**src/design/adcseq_map.svh**
```systemverilog
// Register map, field positions, reset values and timing counts
// Assumes a 40 MHz system clock and one AXI4-Lite word per register
//
// Contract
// - Result code is 10-bit straight binary, clamped to 000h and 3FFh.
// - Sample window opens no sooner than two clocks after a start trigger.
// - Sample window lasts 2 to 32 converter clocks, set by acquisition_prescaler.
// - Conversion phase lasts at least ten converter clock periods.
// - Result register loads no sooner than two clocks after conversion ends.
// - converter_interrupt follows the completion flag by two clocks.
// - Start delay, window, conversion and load delay together stay within 500 ns; the sequencer does not enforce this and sets the overrun status bit instead.
`ifndef ADCSEQ_MAP_SVH
`define ADCSEQ_MAP_SVH

// Register byte offsets
`define ADCSEQ_OFF_CTRL 8'h00
`define ADCSEQ_OFF_CHSEL 8'h04
`define ADCSEQ_OFF_STATUS 8'h08
`define ADCSEQ_OFF_RESULT 8'h0c

// converter_control_one fields
`define ADCSEQ_CTRL_DIV_LSB 0
`define ADCSEQ_CTRL_DIV_MSB 3
`define ADCSEQ_CTRL_ACQ_LSB 4
`define ADCSEQ_CTRL_ACQ_MSB 8
`define ADCSEQ_CTRL_PWR_BIT 9
`define ADCSEQ_CTRL_START_BIT 10
`define ADCSEQ_CTRL_RESET 10'h001

// channel_select_sequence field
`define ADCSEQ_CHSEL_LSB 0
`define ADCSEQ_CHSEL_MSB 3
`define ADCSEQ_CHSEL_RESET 4'h0

// Status fields
`define ADCSEQ_ST_BUSY_BIT 0
`define ADCSEQ_ST_DONE_BIT 1
`define ADCSEQ_ST_OVR_BIT 2
`define ADCSEQ_ST_IRQ_BIT 3

// Result range
`define ADCSEQ_CODE_MIN 10'h000
`define ADCSEQ_CODE_MAX 10'h3ff

// Timing
`define ADCSEQ_CLK_PERIOD_PS 25000
`define ADCSEQ_TAD_MIN_PS 33300
`define ADCSEQ_TAD_MIN_CYC \
   ((`ADCSEQ_TAD_MIN_PS + `ADCSEQ_CLK_PERIOD_PS - 1) / `ADCSEQ_CLK_PERIOD_PS)
`define ADCSEQ_SHC_MAX_NS 500
`define ADCSEQ_SHC_MAX_CYC \
   ((`ADCSEQ_SHC_MAX_NS * 1000) / `ADCSEQ_CLK_PERIOD_PS)
`define ADCSEQ_SOC_SH_CYC 2
`define ADCSEQ_EOC_CYC 2
`define ADCSEQ_IRQ_CYC 2
`define ADCSEQ_SH_MIN_TICKS 2
`define ADCSEQ_SH_MAX_TICKS 32
`define ADCSEQ_CONV_TICKS 10

`endif

```
**src/design/adcseq_pkg.sv**
```systemverilog
// Types shared by the converter sequencer
// Assumes the map header supplies all numbers
package adcseq_pkg;

   typedef enum logic [4:0] {
      ADCSEQ_IDLE   = 5'b00001,
      ADCSEQ_SOCW   = 5'b00010,
      ADCSEQ_SAMPLE = 5'b00100,
      ADCSEQ_CONV   = 5'b01000,
      ADCSEQ_EOCW   = 5'b10000
   } adcseq_state_e;

   typedef enum logic [1:0] {
      ADCSEQ_OKAY   = 2'b00,
      ADCSEQ_SLVERR = 2'b10
   } adcseq_resp_e;

endpackage : adcseq_pkg

```
**src/design/adcseq_prescaler.sv**
```systemverilog
// Converter clock tick generator
// Assumes period is at least 2 and restart is a one-cycle pulse
`timescale 1ns/1ps
`default_nettype none
module adcseq_prescaler #(
   parameter int W = 5
) (
   // Clock and reset
   input wire logic clk,
   input wire logic resetn,
   // Control
   input wire logic restart,
   input wire logic [W-1:0] period,
   // Tick
   output logic tick
);
   logic [W-1:0] cnt_q, cnt_d;
   logic tick_q, tick_d;

   always_comb begin
      cnt_d = cnt_q + 1'b1;
      tick_d = 1'b0;
      if (restart) begin
         cnt_d = '0;
      end else if (cnt_q == period - 1'b1) begin
         cnt_d = '0;
         tick_d = 1'b1;
      end
   end

   always_ff @(posedge clk or negedge resetn) begin
      if (!resetn) begin
         cnt_q <= '0;
         tick_q <= 1'b0;
      end else begin
         cnt_q <= cnt_d;
         tick_q <= tick_d;
      end
   end

   assign tick = tick_q;
endmodule : adcseq_prescaler
`default_nettype wire

```
**src/design/adcseq_top.sv**
```systemverilog
// Converter sequencer with AXI4-Lite register slave
// Assumes analog core inputs and soc_trigger are asynchronous to clk
//
// The AXI4-Lite slave port and the placing of the registers were decided locally.
`timescale 1ns/1ps
`default_nettype none
`include "adcseq_map.svh"
module adcseq_top #(
   parameter int ADDR_W = 8,
   parameter int CODE_W = 10,
   parameter int DIV_W = 4,
   parameter int ACQ_W = 5,
   parameter int CH_W = 4
) (
   // Clock and reset
   input wire logic clk,
   input wire logic resetn,
   // AXI4-Lite write
   input wire logic [ADDR_W-1:0] s_axi_awaddr,
   input wire logic s_axi_awvalid,
   output logic s_axi_awready,
   input wire logic [31:0] s_axi_wdata,
   input wire logic [3:0] s_axi_wstrb,
   input wire logic s_axi_wvalid,
   output logic s_axi_wready,
   output logic [1:0] s_axi_bresp,
   output logic s_axi_bvalid,
   input wire logic s_axi_bready,
   // AXI4-Lite read
   input wire logic [ADDR_W-1:0] s_axi_araddr,
   input wire logic s_axi_arvalid,
   output logic s_axi_arready,
   output logic [31:0] s_axi_rdata,
   output logic [1:0] s_axi_rresp,
   output logic s_axi_rvalid,
   input wire logic s_axi_rready,
   // Analog core
   input wire logic soc_trigger,
   input wire logic [CODE_W-1:0] core_code,
   input wire logic core_over,
   input wire logic core_under,
   output logic sample_hold,
   output logic convert_active,
   output logic conv_tick,
   output logic analog_power,
   output logic [CH_W-1:0] analog_channel,
   output logic converter_interrupt
);
   localparam int PER_W = DIV_W + 1;
   localparam int RUN_W = 8;
   localparam logic [PER_W-1:0] TAD_MIN =
      PER_W'(`ADCSEQ_TAD_MIN_CYC);
   localparam logic [RUN_W-1:0] SHC_MAX = RUN_W'(`ADCSEQ_SHC_MAX_CYC);

   function automatic logic hit(input logic [ADDR_W-1:0] a,
                                input logic [7:0] off);
      hit = (a[ADDR_W-1:2] == (ADDR_W-2)'(off >> 2));
   endfunction : hit

   // Input synchronisers
   logic [CODE_W+2:0] in_s1_q, in_s2_q;
   logic soc_s3_q;
   always_ff @(posedge clk or negedge resetn) begin
      if (!resetn) begin
         in_s1_q <= '0;
         in_s2_q <= '0;
         soc_s3_q <= 1'b0;
      end else begin
         in_s1_q <= {soc_trigger, core_over, core_under, core_code};
         in_s2_q <= in_s1_q;
         soc_s3_q <= in_s2_q[CODE_W+2];
      end
   end

   // Register write side
   logic [ADDR_W-1:0] awaddr_q, awaddr_d;
   logic [31:0] wdata_q, wdata_d;
   logic [3:0] wstrb_q, wstrb_d;
   logic aw_have_q, aw_have_d, w_have_q, w_have_d;
   logic bvalid_q, bvalid_d;
   logic [1:0] bresp_q, bresp_d;
   logic [DIV_W-1:0] div_q, div_d;
   logic [ACQ_W-1:0] acq_q, acq_d;
   logic pwr_q, pwr_d;
   logic [CH_W-1:0] chsel_q, chsel_d;
   logic sw_start, clr_done, clr_ovr;
   logic do_wr;

   always_comb begin
      awaddr_d = awaddr_q;
      wdata_d = wdata_q;
      wstrb_d = wstrb_q;
      aw_have_d = aw_have_q;
      w_have_d = w_have_q;
      bvalid_d = bvalid_q;
      bresp_d = bresp_q;
      div_d = div_q;
      acq_d = acq_q;
      pwr_d = pwr_q;
      chsel_d = chsel_q;
      sw_start = 1'b0;
      clr_done = 1'b0;
      clr_ovr = 1'b0;
      if (s_axi_awvalid && !aw_have_q) begin
         awaddr_d = s_axi_awaddr;
         aw_have_d = 1'b1;
      end
      if (s_axi_wvalid && !w_have_q) begin
         wdata_d = s_axi_wdata;
         wstrb_d = s_axi_wstrb;
         w_have_d = 1'b1;
      end
      if (bvalid_q && s_axi_bready) begin
         bvalid_d = 1'b0;
      end
      do_wr = aw_have_q && w_have_q && !bvalid_q;
      if (do_wr) begin
         aw_have_d = 1'b0;
         w_have_d = 1'b0;
         bvalid_d = 1'b1;
         bresp_d = adcseq_pkg::ADCSEQ_OKAY;
         if (hit(awaddr_q, `ADCSEQ_OFF_CTRL)) begin
            if (wstrb_q[0]) begin
               div_d = wdata_q[`ADCSEQ_CTRL_DIV_MSB:`ADCSEQ_CTRL_DIV_LSB];
               acq_d[3:0] = wdata_q[7:`ADCSEQ_CTRL_ACQ_LSB];
            end
            if (wstrb_q[1]) begin
               acq_d[4] = wdata_q[`ADCSEQ_CTRL_ACQ_MSB];
               pwr_d = wdata_q[`ADCSEQ_CTRL_PWR_BIT];
               sw_start = wdata_q[`ADCSEQ_CTRL_START_BIT];
            end
         end else if (hit(awaddr_q, `ADCSEQ_OFF_CHSEL)) begin
            if (wstrb_q[0]) begin
               chsel_d = wdata_q[`ADCSEQ_CHSEL_MSB:`ADCSEQ_CHSEL_LSB];
            end
         end else if (hit(awaddr_q, `ADCSEQ_OFF_STATUS)) begin
            if (wstrb_q[0]) begin
               clr_done = wdata_q[`ADCSEQ_ST_DONE_BIT];
               clr_ovr = wdata_q[`ADCSEQ_ST_OVR_BIT];
            end
         end else if (!hit(awaddr_q, `ADCSEQ_OFF_RESULT)) begin
            bresp_d = adcseq_pkg::ADCSEQ_SLVERR;
         end
      end
   end

   always_ff @(posedge clk or negedge resetn) begin
      if (!resetn) begin
         awaddr_q <= '0;
         wdata_q <= '0;
         wstrb_q <= '0;
         aw_have_q <= 1'b0;
         w_have_q <= 1'b0;
         bvalid_q <= 1'b0;
         bresp_q <= adcseq_pkg::ADCSEQ_OKAY;
         div_q <= DIV_W'(`ADCSEQ_CTRL_RESET);
         acq_q <= '0;
         pwr_q <= 1'b0;
         chsel_q <= CH_W'(`ADCSEQ_CHSEL_RESET);
      end else begin
         awaddr_q <= awaddr_d;
         wdata_q <= wdata_d;
         wstrb_q <= wstrb_d;
         aw_have_q <= aw_have_d;
         w_have_q <= w_have_d;
         bvalid_q <= bvalid_d;
         bresp_q <= bresp_d;
         div_q <= div_d;
         acq_q <= acq_d;
         pwr_q <= pwr_d;
         chsel_q <= chsel_d;
      end
   end

   // Prescaled converter clock
   logic [PER_W-1:0] period;
   logic ps_restart, tick;
   assign period = (PER_W'(div_q) + 1'b1 < TAD_MIN) ?
                   TAD_MIN : PER_W'(div_q) + 1'b1;

   adcseq_prescaler #(.W(PER_W)) u_prescaler (
      .clk(clk),
      .resetn(resetn),
      .restart(ps_restart),
      .period(period),
      .tick(tick)
   );

   // Conversion sequence
   adcseq_pkg::adcseq_state_e state_q, state_d;
   logic [5:0] cnt_q, cnt_d;
   logic [RUN_W-1:0] run_q, run_d;
   logic [5:0] sh_len;
   logic [CODE_W-1:0] hold_q, hold_d, result_q, result_d;
   logic done_q, done_d, ovr_q, ovr_d;
   logic [`ADCSEQ_IRQ_CYC-1:0] irq_q, irq_d;
   logic sh_q, sh_d, cv_q, cv_d;
   logic load;

   assign sh_len = 6'(acq_q) + 6'd2 > 6'(`ADCSEQ_SH_MAX_TICKS) ?
                   6'(`ADCSEQ_SH_MAX_TICKS) : 6'(acq_q) + 6'd2;

   always_comb begin
      state_d = state_q;
      cnt_d = cnt_q;
      hold_d = hold_q;
      result_d = result_q;
      done_d = done_q && !clr_done;
      ovr_d = ovr_q && !clr_ovr;
      run_d = (run_q == '1) ? run_q : run_q + 1'b1;
      ps_restart = 1'b0;
      load = 1'b0;
      case (state_q)
         adcseq_pkg::ADCSEQ_IDLE: begin
            run_d = '0;
            if (pwr_q && (sw_start || (in_s2_q[CODE_W+2] && !soc_s3_q))) begin
               state_d = adcseq_pkg::ADCSEQ_SOCW;
               cnt_d = '0;
               run_d = RUN_W'(1);
            end
         end
         adcseq_pkg::ADCSEQ_SOCW: begin
            cnt_d = cnt_q + 1'b1;
            if (cnt_q == 6'(`ADCSEQ_SOC_SH_CYC - 1)) begin
               state_d = adcseq_pkg::ADCSEQ_SAMPLE;
               cnt_d = '0;
               ps_restart = 1'b1;
            end
         end
         adcseq_pkg::ADCSEQ_SAMPLE: begin
            if (tick) begin
               cnt_d = cnt_q + 1'b1;
               if (cnt_q == sh_len - 1'b1) begin
                  state_d = adcseq_pkg::ADCSEQ_CONV;
                  cnt_d = '0;
               end
            end
         end
         adcseq_pkg::ADCSEQ_CONV: begin
            if (tick) begin
               cnt_d = cnt_q + 1'b1;
               if (cnt_q == 6'(`ADCSEQ_CONV_TICKS - 1)) begin
                  state_d = adcseq_pkg::ADCSEQ_EOCW;
                  cnt_d = '0;
                  if (in_s2_q[CODE_W]) begin
                     hold_d = `ADCSEQ_CODE_MIN;
                  end else if (in_s2_q[CODE_W+1]) begin
                     hold_d = `ADCSEQ_CODE_MAX;
                  end else begin
                     hold_d = in_s2_q[CODE_W-1:0];
                  end
               end
            end
         end
         adcseq_pkg::ADCSEQ_EOCW: begin
            cnt_d = cnt_q + 1'b1;
            if (cnt_q == 6'(`ADCSEQ_EOC_CYC - 1)) begin
               state_d = adcseq_pkg::ADCSEQ_IDLE;
               cnt_d = '0;
               load = 1'b1;
            end
         end
         default: begin
            state_d = adcseq_pkg::ADCSEQ_IDLE;
            cnt_d = '0;
         end
      endcase
      if (load) begin
         result_d = hold_q;
         done_d = 1'b1;
         if (run_q > SHC_MAX) begin
            ovr_d = 1'b1;
         end
      end
      irq_d = {irq_q[`ADCSEQ_IRQ_CYC-2:0], done_q};
      sh_d = (state_d == adcseq_pkg::ADCSEQ_SAMPLE);
      cv_d = (state_d == adcseq_pkg::ADCSEQ_CONV);
   end

   always_ff @(posedge clk or negedge resetn) begin
      if (!resetn) begin
         state_q <= adcseq_pkg::ADCSEQ_IDLE;
         cnt_q <= '0;
         run_q <= '0;
         hold_q <= '0;
         result_q <= '0;
         done_q <= 1'b0;
         ovr_q <= 1'b0;
         irq_q <= '0;
         sh_q <= 1'b0;
         cv_q <= 1'b0;
      end else begin
         state_q <= state_d;
         cnt_q <= cnt_d;
         run_q <= run_d;
         hold_q <= hold_d;
         result_q <= result_d;
         done_q <= done_d;
         ovr_q <= ovr_d;
         irq_q <= irq_d;
         sh_q <= sh_d;
         cv_q <= cv_d;
      end
   end

   // Register read side
   logic arready_q, arready_d, rvalid_q, rvalid_d;
   logic [31:0] rdata_q, rdata_d;
   logic [1:0] rresp_q, rresp_d;

   always_comb begin
      arready_d = arready_q;
      rvalid_d = rvalid_q;
      rdata_d = rdata_q;
      rresp_d = rresp_q;
      if (rvalid_q && s_axi_rready) begin
         rvalid_d = 1'b0;
         arready_d = 1'b1;
      end
      if (s_axi_arvalid && arready_q) begin
         arready_d = 1'b0;
         rvalid_d = 1'b1;
         rdata_d = '0;
         rresp_d = adcseq_pkg::ADCSEQ_OKAY;
         if (hit(s_axi_araddr, `ADCSEQ_OFF_CTRL)) begin
            rdata_d[`ADCSEQ_CTRL_DIV_MSB:`ADCSEQ_CTRL_DIV_LSB] = div_q;
            rdata_d[`ADCSEQ_CTRL_ACQ_MSB:`ADCSEQ_CTRL_ACQ_LSB] = acq_q;
            rdata_d[`ADCSEQ_CTRL_PWR_BIT] = pwr_q;
         end else if (hit(s_axi_araddr, `ADCSEQ_OFF_CHSEL)) begin
            rdata_d[`ADCSEQ_CHSEL_MSB:`ADCSEQ_CHSEL_LSB] = chsel_q;
         end else if (hit(s_axi_araddr, `ADCSEQ_OFF_STATUS)) begin
            rdata_d[`ADCSEQ_ST_BUSY_BIT] =
               (state_q != adcseq_pkg::ADCSEQ_IDLE);
            rdata_d[`ADCSEQ_ST_DONE_BIT] = done_q;
            rdata_d[`ADCSEQ_ST_OVR_BIT] = ovr_q;
            rdata_d[`ADCSEQ_ST_IRQ_BIT] = irq_q[`ADCSEQ_IRQ_CYC-1];
         end else if (hit(s_axi_araddr, `ADCSEQ_OFF_RESULT)) begin
            rdata_d[CODE_W-1:0] = result_q;
         end else begin
            rresp_d = adcseq_pkg::ADCSEQ_SLVERR;
         end
      end
   end

   always_ff @(posedge clk or negedge resetn) begin
      if (!resetn) begin
         arready_q <= 1'b1;
         rvalid_q <= 1'b0;
         rdata_q <= '0;
         rresp_q <= adcseq_pkg::ADCSEQ_OKAY;
      end else begin
         arready_q <= arready_d;
         rvalid_q <= rvalid_d;
         rdata_q <= rdata_d;
         rresp_q <= rresp_d;
      end
   end

   // Outputs
   assign s_axi_awready = !aw_have_q;
   assign s_axi_wready = !w_have_q;
   assign s_axi_bvalid = bvalid_q;
   assign s_axi_bresp = bresp_q;
   assign s_axi_arready = arready_q;
   assign s_axi_rvalid = rvalid_q;
   assign s_axi_rdata = rdata_q;
   assign s_axi_rresp = rresp_q;
   assign sample_hold = sh_q;
   assign convert_active = cv_q;
   assign conv_tick = tick;
   assign analog_power = pwr_q;
   assign analog_channel = chsel_q;
   assign converter_interrupt = irq_q[`ADCSEQ_IRQ_CYC-1];
endmodule : adcseq_top
`default_nettype wire

```
**config.mk**
```make
export PLATFORM = sky130hd
export DESIGN_NAME = adcseq_top
export DESIGN_NICKNAME = d
export VERILOG_FILES = /design/src/design/adcseq_pkg.sv /design/src/design/adcseq_prescaler.sv /design/src/design/adcseq_top.sv
export VERILOG_INCLUDE_DIRS = /design/src /design/src/design
export SDC_FILE = /design/constraint.sdc
export NUM_CORES = 1
export LEC_CHECK = 0
export BUFFER_PORTS_ARGS = -buffer_cell sky130_fd_sc_hd__buf_2
export CAP_MARGIN = 0
export CORE_MARGIN = 2
export CORE_UTILIZATION = 40
export DETAILED_ROUTE_END_ITERATION = 16
export GPL_ROUTABILITY_DRIVEN = 0
export GPL_TIMING_DRIVEN = 0
export PLACE_DENSITY_LB_ADDON = 0.1
export REMOVE_ABC_BUFFERS = 1
export SLEW_MARGIN = 25
export SYNTH_ARGS = -nofsm -noshare
export SYNTH_HDL_FRONTEND = slang
export SYNTH_SLANG_ARGS = --single-unit
```
**constraint.sdc**
```tcl
create_clock -name clk -period 2.9 [get_ports clk]
set_clock_uncertainty 0.2 [all_clocks]
set_input_delay 0.29 -clock clk [delete_from_list [all_inputs] [get_ports clk]]
set_output_delay 0.29 -clock clk [all_outputs]
set_load 0.01 [all_outputs]
```
==> metrics.yaml, run 1 <==
run_status:
  status: "finished, final reports clean"
timing:
  final.min_clock_period_ps: 2760
  max-slew-margin-rel_pct: 38.7
  holdWs_ps: 144
  setup_viol: 0
  fin_setup_tns_ps: 0
  fin_crit_sh_pct: 95.1
  fmax_mhz: 363
  finalHoldViolations: 0
  worstMarginPinSlew_ps: 920
  drv_slew: 0
cts:
  clock-sinks: 128
  cts_htree_levels: 4
  cts_tree: "done"
  clockBufferDepth: 2
  cts.reportedPaths.clkPinSlew_ps: 70
  cts_buffers: 17
  insertion_delay_ps: 420
  cts-root-buf: "clkbuf_16"
synth:
  yosysTopAreaCell: "dfrtp_1"
  netlist_instances: 509
  synth_area_leaders: "dfrtp_1 53%, mux2_2 8.0%, buf_4 3.3%"
  synthArstFlopShare_pct: 100
  synth_commonest_cells: "125 x dfrtp_1, 43 x nand2_1, 42 x mux2_2"
  synth_flop_cell: "dfrtp_1"
  synth_top_area_share_pct: 53.2
  netlist_area_sq_um: 5880
  syn_area_per_cell_sq_um: 11.6
  synth_edf_count: 0
  synth_most_common_cell: "dfrtp_1"
  yosysWarnings: 0
  seq_area_frac_synth_pct: 54.5
  ys_seq_elements: 128
  synth_cell_types: 69
routing:
  wl_per_cell_um: 15.8
  postRouteAntennaNets: 0
  drtPass1Iterations: 4
  vias: 4179
  viasPerCell: 5.11
  finalWirelength_um: 12900
  drt_iter0_drc: 256
  drc: 0
power_and_ir_drop:
  max-vdd-ir-drop_mv: 0.483
  leakage_nw: 3.38
  power.density_nw_per_um2: 840
cells_and_area:
  diodes: 0
  syn2layout_area_growth_pct: 25.6
  fillCellCount: 1310
  final_nets: 703
  layout-drive-gt1-share_pct: 29.7
floorplanning:
  core_area_sq_um: 14400
  rows: 44
  die-area_sq_um: 15700
  die_x_um: 125
  die_h_um: 125
  io_pins: 122
  initial_core_util_pct: 40.8
placement:
  place_hpwl_um: 8460
  port_buffers: 70
critical_path:
  cp-start-kind: "flop"
  path_class: "flop to flop"
  cp_data_required_time_ps: 2990
  arrival_ps: 2840
  end_kind: "flop"
  crit_fanout: 6
global_routing:
  overflow: 0
  grt_use_total_pct: 16.7
  grt_max_degree: 79
  grt_pass1_wl_um: 20900
  antenna_found_initial: 0
  first_global_vias: 4207
flow_run:
  cap_viol_max_count: 0
min_path:
  hold_path_class: "flop to flop"
[report_power, final]
part	internal, mW	switching, mW	leakage [nW]
clock network	1.14	0.911	0.275
registers	2.13	0.371	1.64
logic	0.882	0.773	1.47
[through the flow]
step                      worst slack (ps)  total power [mW]  instances  utilization, %  instance area (sq um)
after CTS                             36.4              6.19        816            50.7                   7310
after detailed placement              -189              4.02        743            43.9                   6330
after global placement                -324              3.94        741            43.5                   6270
after global routing                -0.961              6.61        818            51.2                   7380
final                                  143              6.20        818            51.2                   7380
after floorplan                        148              3.55        487               -                   5690
[final timing paths]
check,cells past startpoint,startpoint,end,slack [ps]
setup / recovery,9,acq_q[1],cnt_q[4],140
hold / removal,0,in_s1_q[8],in_s2_q[8],140
setup reg to reg,9,acq_q[1],cnt_q[4],140
hold reg to reg,0,in_s1_q[8],in_s2_q[8],140
max in group asynchronous,3,resetn,s_axi_arready,1560
min in group asynchronous,2,resetn,run_q[2],190
[final cells by class]
| class | count | area (sq um) | share of cell area [%] |
|---|---|---|---|
| repair buffers | 114 | 812 | 11.0 |
| well taps | 184 | 230 | 3.12 |
| multi-input cells | 347 | 2520 | 34.1 |
| inverters | 13 | 48.8 | 0.661 |
| flip-flops and latches | 128 | 3210 | 43.5 |
| clock buffers | 17 | 425 | 5.76 |
| clock inverters | 15 | 140 | 1.90 |
[layer usage]
layer  routed length (um)  vias to the layer above  global-route usage [%]
met5                    0                        -                       0
met4                  137                        0                    6.41
met3                  532                       11                    4.07
met2                 6260                       94                    27.4
met1                 5960                     2073                    21.6
li1                     -                     2001                       -
[cells by family after synthesis]
logic type	Yosys count	share of synthesized area, %
xor+xnor	17	2.53
flops	128	54.5
buf+inv	58	5.51
compound gates	91	11.3
other cells	1	0.0638
mux	47	9.74
simple gates	157	14.2
fa+ha+maj	10	2.13
[registers in the layout (all words and copies together) (netlist names), 2 cells and up]
name,flops
u_prescaler.cnt_q,5
hold_q,10
run_q,8
wstrb_q,2
acq_q,5
wdata_q,11
s_axi_rdata,10
result_q,10
awaddr_q,6
in_s2_q,13
in_s1_q,13
irq_q,2
analog_channel,4
div_q,4
cnt_q,6
state_q,5
[layout by cell type (no fill, tap or decap), types with 8 or more instances in the layout]
master,instances
nand3_1,15
xnor2_1,9
o31ai_1,12
inv_1,13
nand2_1,43
nor2b_1,10
buf_2,69
dfrtp_1,121
clkbuf_16,17
a22oi_1,8
mux2_2,42
o21ai_0,17
conb_1,24
nor2_1,33
dlygate4sd3_1,39
[critical path, cell delays in order, from the launching register on]
cell	delay, ps
dfrtp_2	420
buf_4	170
ha_1	250
nand2b_1	100
nor4b_1	70
or4_4	530
a2111oi_4	420
a21boi_2	170
o21ai_0	180
o211ai_1	110
[what timing repair did]
| action | CTS | global route |
|---|---|---|
| hold buffers | 39 | 0 |
| gates cloned | 0 | 1 |
| pin swaps | 3 | 6 |
| setup buffers | 2 | 1 |
| gates resized for setup | 4 | 12 |
| setup endpoints to repair | 10 | 24 |
| endpoints found under the hold margin | 100 | 0 |
Note: power is estimated with default switching activity, not from simulation.
==> run 2, diff against run 1 <==
--- a/config.mk
+++ b/config.mk
@@ -8,12 +8,13 @@
 export LEC_CHECK = 0
 export BUFFER_PORTS_ARGS = -buffer_cell sky130_fd_sc_hd__buf_2
 export CAP_MARGIN = 0
+export CORE_ASPECT_RATIO = 0.7
 export CORE_MARGIN = 2
 export CORE_UTILIZATION = 40
 export DETAILED_ROUTE_END_ITERATION = 16
 export GPL_ROUTABILITY_DRIVEN = 0
 export GPL_TIMING_DRIVEN = 0
-export PLACE_DENSITY_LB_ADDON = 0.1
+export PLACE_DENSITY = 0.69
 export REMOVE_ABC_BUFFERS = 1
 export SLEW_MARGIN = 25
 export SYNTH_ARGS = -nofsm -noshare
==> run 2 against run 1 <==
Compared with the run above:
- first-iteration DRC count fell by 8.2%
- hold slack improved by 1.5 ps
- clock power fell by 5%
- power fell by 1.3%
- routed wire length fell by 3.4%
- combinational power barely moved
- die area barely moved
==> metrics.yaml, run 2 (synthesized netlist as in run 1, its figures left out) <==
run_status:
  status: "finished, final reports clean"
global_routing:
  grt_pass1_wl_um: 20100  # -3.7%
  grt_use_total_pct: 16.4  # -0.37 points
  grt_max_degree: 85  # +7.6%
  first_global_vias: 4150  # -1.4%
  antenna_found_initial: 0  # unchanged
  overflow: 0  # unchanged
power_and_ir_drop:
  leakage_nw: 3.38  # about the same
  power.density_nw_per_um2: 827  # -1.5%
  max-vdd-ir-drop_mv: 0.521  # +7.7%
routing:
  finalWirelength_um: 12500  # -3.4%
  drt_iter0_drc: 235  # -8.2%
  vias: 4210  # +0.74%
  viasPerCell: 5.08  # -0.59%
  wl_per_cell_um: 15.0  # -4.7%
  postRouteAntennaNets: 0  # unchanged
  drc: 0  # unchanged
  drtPass1Iterations: 4  # unchanged
min_path:
  min_from: "in_s1_q[3]"
  holdPathEnd: "in_s2_q[3]"
  hold_path_class: "flop to flop"
  hold_path_depth: 0  # unchanged
floorplanning:
  die_h_um: 105  # -16%
  io_pins: 122  # unchanged
  die_x_um: 149  # +19%
  rows: 37  # -16%
  core_area_sq_um: 14500  # +0.78%
  initial_core_util_pct: 40.5  # -0.32 points
  die-area_sq_um: 15700  # about the same
timing:
  final.min_clock_period_ps: 2790  # +37.6 ps
  max-slew-margin-rel_pct: 39.5  # +0.82 points
  layout_setup_ws_ps: 105  # -37.6 ps
  worstMarginPinSlew_ps: 908  # -12.3 ps
  rsz0062_at_grt: "no"
  fmax_mhz: 358  # -1.3%
  finalHoldViolations: 0  # unchanged
  drv_slew: 0  # unchanged
  fin_setup_tns_ps: 0  # unchanged
  setup_viol: 0  # unchanged
  fin_crit_sh_pct: 96.4  # +1.3 points
critical_path:
  cp-start-kind: "flop"
  crit_fanout: 10  # +4
  cp_top_family: "compound AO/OA/AOI/OAI gates"
  critical_path_depth: 10  # +1
  r2r_cells: 10  # +1
  end_kind: "flop"
  path_class: "flop to flop"
  reg2reg_to: "cnt_q[5]"
  slowest_stage: "dfrtp_2"
  arrival_ps: 2880  # +40 ps
  r2r_start: "acq_q[1]"
  critPathMaxStageDelay_ps: 450  # -80 ps
  cp_common_cell: "ha_4"
  crit_buf_inv: 0  # -1
  crit_chain: "ha_4 -> nand3_4 -> nand2_2 -> ha_4 -> xnor2_4 -> o311a_1 -> a2111oi_4 -> a21boi_2 -> nor2_4 -> o211ai_1"
  cp_data_required_time_ps: 2990  # about the same
  r2r_slack_ps: 110  # -40 ps
cells_and_area:
  layout-drive-gt1-share_pct: 29.3  # -0.32 points
  reg.largest.list: "in_s1_q (13), in_s2_q (13), wdata_q (11)"
  syn2layout_area_growth_pct: 25.9
  final_nets: 705  # +0.28%
  instances_no_fill: 829  # +1.3%
  final_common_cell: "dfrtp_1"
  diodes: 0  # unchanged
  final_cell_mix: "122 x dfrtp_1, 69 x buf_2, 42 x nand2_1, 42 x mux2_2, 39 x dlygate4sd3_1"
  utilization_pct: 50.9  # -0.26 points
cts:
  clock-sinks: 128  # unchanged
  cts-root-buf: "clkbuf_16"
  clockBufferDepth: 2  # unchanged
  cts_tree: "done"
  cts_buffers: 17  # unchanged
  cts_htree_levels: 4  # unchanged
  insertion_delay_ps: 410  # about the same
  cts.reportedPaths.clkPinSlew_ps: 50  # -20 ps
placement:
  post-place-ws_ps: -231  # -41.9 ps
  dp_cells: 753  # +1.3%
  port_buffers: 70  # unchanged
  place_hpwl_um: 8220  # -2.8%
flow_run:
  cap_viol_max_count: 0  # unchanged
==> run 2: cell count changes in the layout (fill, tap and decap cells not counted), sizes merged <==
cell    change
clkbuf      +4
buf         +2
bufinv      +1
inv         -8
clkinv      +1
==> run 2: timing repair <==
item	in CTS	in global routing
setup buffers	0	6
hold endpoints to repair	165	0
hold buffers	39	0
gates resized for setup	5	16
endpoints found under the setup margin	20	25
pin swaps	1	7
cloned	0	1
==> run 2: layout make-up <==
class | instances | area (sq um)
clock buffer | 21 | 450
clock inverter | 9 | 86.3
fill | 1246 | 7130
inverter | 13 | 48.8
multi-input combinational | 347 | 2540
sequential | 128 | 3210
tap | 195 | 244
timing repair buffer | 116 | 823
==> run 2: how the worst max path moves through the flow <==
stage / slack [ps] / to / startpoint
floorplan: 150 / sample_hold / acq_q[1]
global placement: -230 / in_s1_q[5] / resetn
detailed placement: -230 / cnt_q[5] / acq_q[2]
CTS: -6 / cnt_q[5] / acq_q[2]
global route: 2 / cnt_q[5] / acq_q[1]
finish: 110 / cnt_q[5] / acq_q[1]
==> run 2: where the power goes <==
group          internal (mW)  total (mW)  leakage, nW  switching [mW]
registers               2.13        2.52         1.64           0.385
logic                  0.891        1.67         1.48           0.776
clock network           1.19        1.94        0.260           0.751
total                   4.21        6.13         3.38            1.91
==> run 2: through the flow <==
stage | hold slack (ps) | area (sq um) | power, mW
6_report | 145 | 7400 | 6.13
2_1_floorplan | -206 | 5690 | 3.55
4_1_cts | 144 | 7270 | 6.05
3_3_place_gp | 132 | 6290 | 3.91
5_1_grt | 151 | 7400 | 6.46
3_5_place_dp | 9.36 | 6330 | 4.01
==> run 2: worst reg2reg max path, stage by stage, from the launching register on <==
cell	delay [ps]
dfrtp_2	450
ha_4	220
nand3_4	90
nand2_2	90
ha_4	200
xnor2_4	140
o311a_1	360
a2111oi_4	440
a21boi_2	170
nor2_4	200
o211ai_1	120
==> run 2: routing by layer <==
| layer | vias up | wire length [um] | share of wire, % | GRT usage (%) |
|---|---|---|---|---|
| li1 | 1995 | - | - | - |
| met4 | 0 | 180 | 1.4 | 5.85 |
| met1 | 2077 | 5680 | 46 | 21.4 |
| met3 | 15 | 603 | 4.8 | 4.68 |
| met2 | 123 | 5990 | 48 | 26.1 |
| met5 | - | 0 | 0 | 0 |
